<file path="config.mk">
export PLATFORM = sky130hd
export DESIGN_NAME = tvr_readout
export DESIGN_NICKNAME = d
export VERILOG_FILES = /design/src/shared/tvr_pkg.sv /design/src/rtl/tvr_low_latch.sv /design/src/rtl/tvr_readout.sv
export SDC_FILE = /design/constraint.sdc
export NUM_CORES = 1
export LEC_CHECK = 0
export ABC_AREA = 1
export BUFFER_PORTS_ARGS = -buffer_cell sky130_fd_sc_hd__buf_2
export CAP_MARGIN = 20
export CORE_ASPECT_RATIO = 1.75
export CORE_MARGIN = 3
export CORE_UTILIZATION = 42
export CTS_CLUSTER_SIZE = 24
export DETAILED_ROUTE_END_ITERATION = 10
export GPL_ROUTABILITY_DRIVEN = 0
export PLACE_DENSITY = 0.65
export SYNTH_ARGS = -nofsm -noshare
export SYNTH_HDL_FRONTEND = slang
export SYNTH_SLANG_ARGS = --single-unit
</file>
<file path="constraint.sdc">
create_clock -name sys_clk_in -period 6.15 [get_ports sys_clk_in]
set_clock_uncertainty 0.2 [all_clocks]
set_input_delay 0.615 -clock sys_clk_in [delete_from_list [all_inputs] [get_ports sys_clk_in]]
set_output_delay 0.615 -clock sys_clk_in [all_outputs]
set_load 0.01 [all_outputs]
</file>
<file path="src/shared/tvr_pkg.sv">
// constants for the temperature value readout latch
// assumes one internal clock shared by converter, bus engine and this block
package tvr_pkg;
    localparam int NUM_CHAN = 3;
    localparam int CH_LOCAL = 0;
    localparam int CH_REMOTE1 = 1;
    localparam int CH_REMOTE2 = 2;
    // command codes of the result registers, index = channel
    localparam logic [7:0] CMD_HIGH [NUM_CHAN] = '{8'h10, 8'h11, 8'h12};
    localparam logic [7:0] CMD_LOW [NUM_CHAN] = '{8'h20, 8'h21, 8'h22};
    // value answered for a command outside this block
    localparam logic [7:0] UNMAPPED_VALUE = 8'h00;
    // reset contents of live and frozen bytes
    localparam logic [7:0] RESULT_RESET = 8'h00;
    // low byte field layout
    localparam int LOW_FRAC_MSB = 7;
    localparam int LOCAL_FRAC_LSB = 5;
    localparam int LOCAL_FRAC_W = 3;
    localparam int REMOTE_FRAC_W = 5;
    localparam int REMOTE_FRAC_LSB = 3;
    localparam int FILT_BIT_HI = 4;
    localparam int FILT_BIT_LO = 3;
    localparam int FILT_BITS_W = 2;
    localparam int REMOTE_RSVD_W = 3;
    localparam int LOCAL_RSVD_W = 5;
endpackage : tvr_pkg

</file>
<file path="src/rtl/tvr_low_latch.sv">
// one channel's low-byte freeze: live copy or frozen shadow
// assumes capture and release are one-cycle pulses from the read decoder
module tvr_low_latch
    import tvr_pkg::*;
(
    // clock and reset
    input wire logic sys_clk_in,
    input wire logic rst_in,
    // live low byte and read events
    input wire logic [7:0] live_low_in,
    input wire logic capture_in,
    input wire logic release_in,
    // view seen by the host
    output logic locked_out,
    output logic [7:0] low_view_out
);
    logic [7:0] shadow;

    // capture wins: a high read always overrides an older freeze
    always_ff @(posedge sys_clk_in or posedge rst_in) begin
        if (rst_in) begin
            locked_out <= 1'b0;
        end else if (capture_in) begin
            locked_out <= 1'b1;
        end else if (release_in) begin
            locked_out <= 1'b0;
        end
    end

    // shadow keeps the frozen copy so the live byte may keep moving
    always_ff @(posedge sys_clk_in or posedge rst_in) begin
        if (rst_in) begin
            shadow <= RESULT_RESET;
        end else if (capture_in) begin
            shadow <= live_low_in;
        end
    end

    assign low_view_out = locked_out ? shadow : live_low_in;
endmodule : tvr_low_latch

</file>
<file path="src/rtl/tvr_readout.sv">
// read side of the temperature result registers, three channels
// assumes the bus engine gives the selected command code and a read pulse,
// and that converter results arrive on the same clock
module tvr_readout
    import tvr_pkg::*;
(
    // clock and reset
    input wire logic sys_clk_in,
    input wire logic rst_in,
    // converter results, one valid pulse per channel
    input wire logic [NUM_CHAN-1:0] conv_valid_in,
    input wire logic [7:0] local_high_in,
    input wire logic [LOCAL_FRAC_W-1:0] local_frac_in,
    input wire logic [7:0] remote1_high_in,
    input wire logic [REMOTE_FRAC_W-1:0] remote1_frac_in,
    input wire logic [7:0] remote2_high_in,
    input wire logic [REMOTE_FRAC_W-1:0] remote2_frac_in,
    // digital filter enable, bit 0 remote 1, bit 1 remote 2
    input wire logic [1:0] filter_on_in,
    // register read port from the bus engine
    input wire logic [7:0] cmd_in,
    input wire logic rd_strobe_in,
    output logic [7:0] rd_data_out,
    output logic rd_ack_out,
    output logic rd_hit_out,
    // freeze state per channel
    output logic [NUM_CHAN-1:0] low_locked_out
);
    logic [7:0] conv_high [NUM_CHAN];
    logic [7:0] conv_low [NUM_CHAN];
    logic [7:0] live_high [NUM_CHAN];
    logic [7:0] live_low [NUM_CHAN];
    logic [7:0] low_view [NUM_CHAN];
    logic [NUM_CHAN-1:0] hi_sel;
    logic [NUM_CHAN-1:0] lo_sel;
    logic [7:0] rd_value;
    logic rd_match;
    logic [7:0] last_cmd;

    // format converter words into register bytes
    always_comb begin
        conv_high[CH_LOCAL] = local_high_in;
        conv_high[CH_REMOTE1] = remote1_high_in;
        conv_high[CH_REMOTE2] = remote2_high_in;
        // local: three fraction bits on top, low five zero
        conv_low[CH_LOCAL] = {local_frac_in, {LOCAL_RSVD_W{1'b0}}};
        // remote: top three always, next two only with filter, last three zero
        conv_low[CH_REMOTE1] = {remote1_frac_in[REMOTE_FRAC_W-1:FILT_BITS_W],
            remote1_frac_in[FILT_BITS_W-1:0] & {FILT_BITS_W{filter_on_in[0]}},
            {REMOTE_RSVD_W{1'b0}}};
        conv_low[CH_REMOTE2] = {remote2_frac_in[REMOTE_FRAC_W-1:FILT_BITS_W],
            remote2_frac_in[FILT_BITS_W-1:0] & {FILT_BITS_W{filter_on_in[1]}},
            {REMOTE_RSVD_W{1'b0}}};
    end

    // filter gating happens at conversion time, so a frozen byte keeps
    // the format it was produced with even if the filter is switched
    always_ff @(posedge sys_clk_in or posedge rst_in) begin
        if (rst_in) begin
            for (int c = 0; c < NUM_CHAN; c++) begin
                live_high[c] <= RESULT_RESET;
                live_low[c] <= RESULT_RESET;
            end
        end else begin
            for (int c = 0; c < NUM_CHAN; c++) begin
                if (conv_valid_in[c]) begin
                    live_high[c] <= conv_high[c];
                    live_low[c] <= conv_low[c];
                end
            end
        end
    end

    // command decode; the pointer itself lives in the bus engine
    always_comb begin
        for (int c = 0; c < NUM_CHAN; c++) begin
            hi_sel[c] = (cmd_in == CMD_HIGH[c]);
            lo_sel[c] = (cmd_in == CMD_LOW[c]);
        end
    end

    genvar g;
    generate
        for (g = 0; g < NUM_CHAN; g++) begin : g_chan
            tvr_low_latch u_latch (
                .sys_clk_in(sys_clk_in),
                .rst_in(rst_in),
                .live_low_in(live_low[g]),
                .capture_in(rd_strobe_in && hi_sel[g]),
                .release_in(rd_strobe_in && lo_sel[g]),
                .locked_out(low_locked_out[g]),
                .low_view_out(low_view[g])
            );
        end
    endgenerate

    // read mux; high bytes are always live, low bytes may be frozen
    always_comb begin
        rd_value = UNMAPPED_VALUE;
        rd_match = 1'b0;
        for (int c = 0; c < NUM_CHAN; c++) begin
            if (hi_sel[c]) begin
                rd_value = live_high[c];
                rd_match = 1'b1;
            end
            if (lo_sel[c]) begin
                rd_value = low_view[c];
                rd_match = 1'b1;
            end
        end
    end

    // data registered on the read pulse, answered one cycle later
    always_ff @(posedge sys_clk_in or posedge rst_in) begin
        if (rst_in) begin
            rd_data_out <= UNMAPPED_VALUE;
            rd_hit_out <= 1'b0;
            last_cmd <= 8'h00;
        end else if (rd_strobe_in) begin
            rd_data_out <= rd_value;
            rd_hit_out <= rd_match;
            last_cmd <= cmd_in;
        end
    end

    always_ff @(posedge sys_clk_in or posedge rst_in) begin
        if (rst_in) begin
            rd_ack_out <= 1'b0;
        end else begin
            rd_ack_out <= rd_strobe_in;
        end
    end
endmodule : tvr_readout

</file>
==> summary.md <==
| Metric | Value |
|---|---|
| Outcome | completed |
| Final min period | 1.86 ns |
| Register area share after synthesis | 52.8% |
| Fin Setup TNS | 0 ns |
| Clock slew at reported path FFs | 0.05 ns |
| Drt pass-1 iters | 4 |
| Top cell family by delay on the critical path | flip-flops |
| Die span in x | 69.7 um |
| Switching Share | 21.7% |
| Post-synthesis async set-or-reset flop share | 100% |
| Sequential Power Share | 44.6% |
| Core Footprint | 6910 um^2 |
| Max Clk Rate | 539 MHz |
| Critical Path AT | 1.04 ns |
| Grt ovf | 0 |
| R2R depth | 5 |
| Layout fillers | 652 |
| Worst Setup End Kind | primary output |
| # rows | 40 |
| Setup bufs post-CTS | 0 |
| First-pass GRT wire length | 11300 um |
| Routed via count | 2361 |
| Cells after synthesis | 324 |
| Fin util | 52.4% |
| Syn avg cell area | 9.22 um^2 |
| Critical Path Stages | 1 |
| Synthesized flop and latch total | 63 |
| NumNets Final | 440 |
| Final Hold Fails | 0 |
| R2R setup slack | 4.71 ns |
| Antenna violations before repair | 0 |
| Cell area after synthesis | 2990 um^2 |
| Logic pwr share | 9.0% |
| Measured slew at the worst slew-check pin | 0.775 ns |
| Clock power share | 46.4% |
| WS Path Type | reg2out |
| Clock Sink Count | 63 |
| I/O pin count | 66 |
| Crit path buffers/inverters | 1 |
| Switching power | 0.000226 W |
| Antenna Violating Nets Remaining | 0 |
| Register area | 1580 um^2 |
| Internal | 0.000815 W |
| Antenna fix cells | 0 |
| Req. time, crit path | 5.33 ns |
| Clock Tree Buf Depth | 2 |
| Die Ht | 118 um |
| Distinct cells, synth | 25 |
| Number of enable flip-flop cells after synthesis | 0 |
| Largest net degree at the start of global routing | 64 |
| Layout cell share with drive strength beyond 1 | 31.6% |
| Ys flop type | dfrtp_1 |
| Post-Route WL | 6550 um |
| CTS resizes | 0 |
| VDD IR max | 0.000165 V |
| Maxcap violations | 0 |
| Hold Path Depth | 2 |
| Cts bufs inserted | 9 |
| Synth top area share | 52.8% |
| RSZ-0062 raised after global routing | false |
| Starting Density | 43.2% |
| Root Buffer | clkbuf_16 |
| Port bufs | 65 |
| Final setup viols | 0 |
| P per Cell Area | 288 nW/um^2 |
| Pwr Total | 0.00104 W |
| DPL Wire Length | 5030 um |
| Routed WL per cell | 13.8 um |
| Slew headroom | 48.3% |
| Critical Path Max Stage Delay | 0.52 ns |
| Syn. warnings | 0 |
| Tot GR Track Use | 17.5% |
| Vias/cell | 4.99 |
| Static Leak | 1.86 nW |
| Max Fanout on Critical Path | 12 |
| Post-synth top area cell | dfrtp_1 |
| Drt drc | 0 |
| Area delta synth->final | 21.3% |
| CTS H-Tree Depth | 3 |
| Tcrit/Tclk final | 30.2% |
| CTS tree | done |
| Synth area leaders | dfrtp_1, nand2_1, mux2_2 |
| Worst path slowest cell | dfrtp_1 |
| Max-slew violation count | 0 |
| # hold bufs at CTS | 0 |
| Die Footprint | 8200 um^2 |
| Initial DRC Count | 98 |
| CP cell instances | buf_2 |
| Crit path launch type | flop |
| Clock Latency Late Sink | 0.32 ns |
| Synth Net Count | 377 |
| Area of the multi-input gates | 1200 um^2 |
| Vias in the first global route | 2497 |
| Worst Hold Class | reg2reg |
cells in the final DEF (no fill, tap or decap), drive strengths merged:
cell type and instances:
clkbuf 12, clkinv 1, o21a 3, nand3 33
and2 1, inv 31, dfrtp 63, nor2 20
o21ai 44, mux2 22, a21oi 6, nor3 1
o21bai 5, nand2 80, buf 66, bufinv 1
power by group through the flow:
stage	logic, W	clock network [W]	registers, W
after floorplan	0.0000655	0	0.000464
after global placement	0.0000923	0	0.000471
after detailed placement	0.0000954	0	0.000472
after CTS	0.0000960	0.000494	0.000465
after global routing	0.000107	0.000508	0.000469
final	0.0000933	0.000483	0.000465
worst paths after layout:
| check | start | endpoint |
|---|---|---|
| max | g_chan[1].u_latch.locked_out | low_locked_out[1] |
| min | rd_data_out[7] | rd_data_out[7] |
| max reg2reg | g_chan[1].u_latch.locked_out | rd_data_out[4] |
| min reg2reg | rd_data_out[7] | rd_data_out[7] |
| max in group asynchronous | rst_in | live_low[22] |
| min in group asynchronous | rst_in | live_low[3] |
area by class of cell:
type | count | area share (%)
inverters | 32 | 3.35
flip-flops and latches | 63 | 43.5
repair buffers | 66 | 9.19
clock inverters | 1 | 0.829
clock buffers | 12 | 7.08
well taps | 84 | 2.90
multi-input cells | 215 | 33.1
sequential cells by signal, indices dropped and copies added (netlist names):
| signal | flops |
|---|---|
| live_low | 13 |
| live_high | 24 |
| rd_ack_out | 1 |
| g_chan.u_latch.shadow | 13 |
| g_chan.u_latch.locked_out | 3 |
| rd_data_out | 8 |
| rd_hit_out | 1 |
synthesized netlist by cell type (2+ instances only):
cell type	count
nand2_2	8
mux2_2	22
a21oi_1	6
o21ai_2	5
nor2_1	15
buf_2	5
buf_4	4
nor2_4	3
o21ai_1	3
nand3_1	33
o21a_1	3
clkbuf_1	3
nand2_1	71
buf_6	2
inv_1	30
o21bai_1	5
dfrtp_1	63
o21ai_0	36
cell families (layout without fill, tap and decap cells):
kind of cell	after synthesis	count (layout)	share of synthesized area [%]
AO/OA/AOI/OAI	58	58	11.0
buffers and inverters	46	111	7.04
flip-flops	63	63	52.8
multiplexers	22	22	8.30
AND/OR/NAND/NOR	135	135	20.9
per-stage QoR:
| stage | instances | hold WS [ns] | instance area (um^2) | setup WS [ns] |
|---|---|---|---|---|
| 4_1_cts | 473 | 0.286 | 3620 | 4.27 |
| 3_3_place_gp | 460 | 0.267 | 3340 | 4.18 |
| 3_5_place_dp | 460 | 0.273 | 3340 | 4.14 |
| 2_1_floorplan | 324 | 0.255 | 2990 | 3.77 |
| 6_report | 473 | 0.281 | 3620 | 4.29 |
| 5_1_grt | 473 | 0.306 | 3620 | 4.23 |
routing by layer:
metal	part of all wire, %	track usage [%]
met4	2.9	8.51
met2	54	32.0
met5	0	0
met3	3.9	3.85
met1	39	18.7
Power figures use the tool's default switching activity.
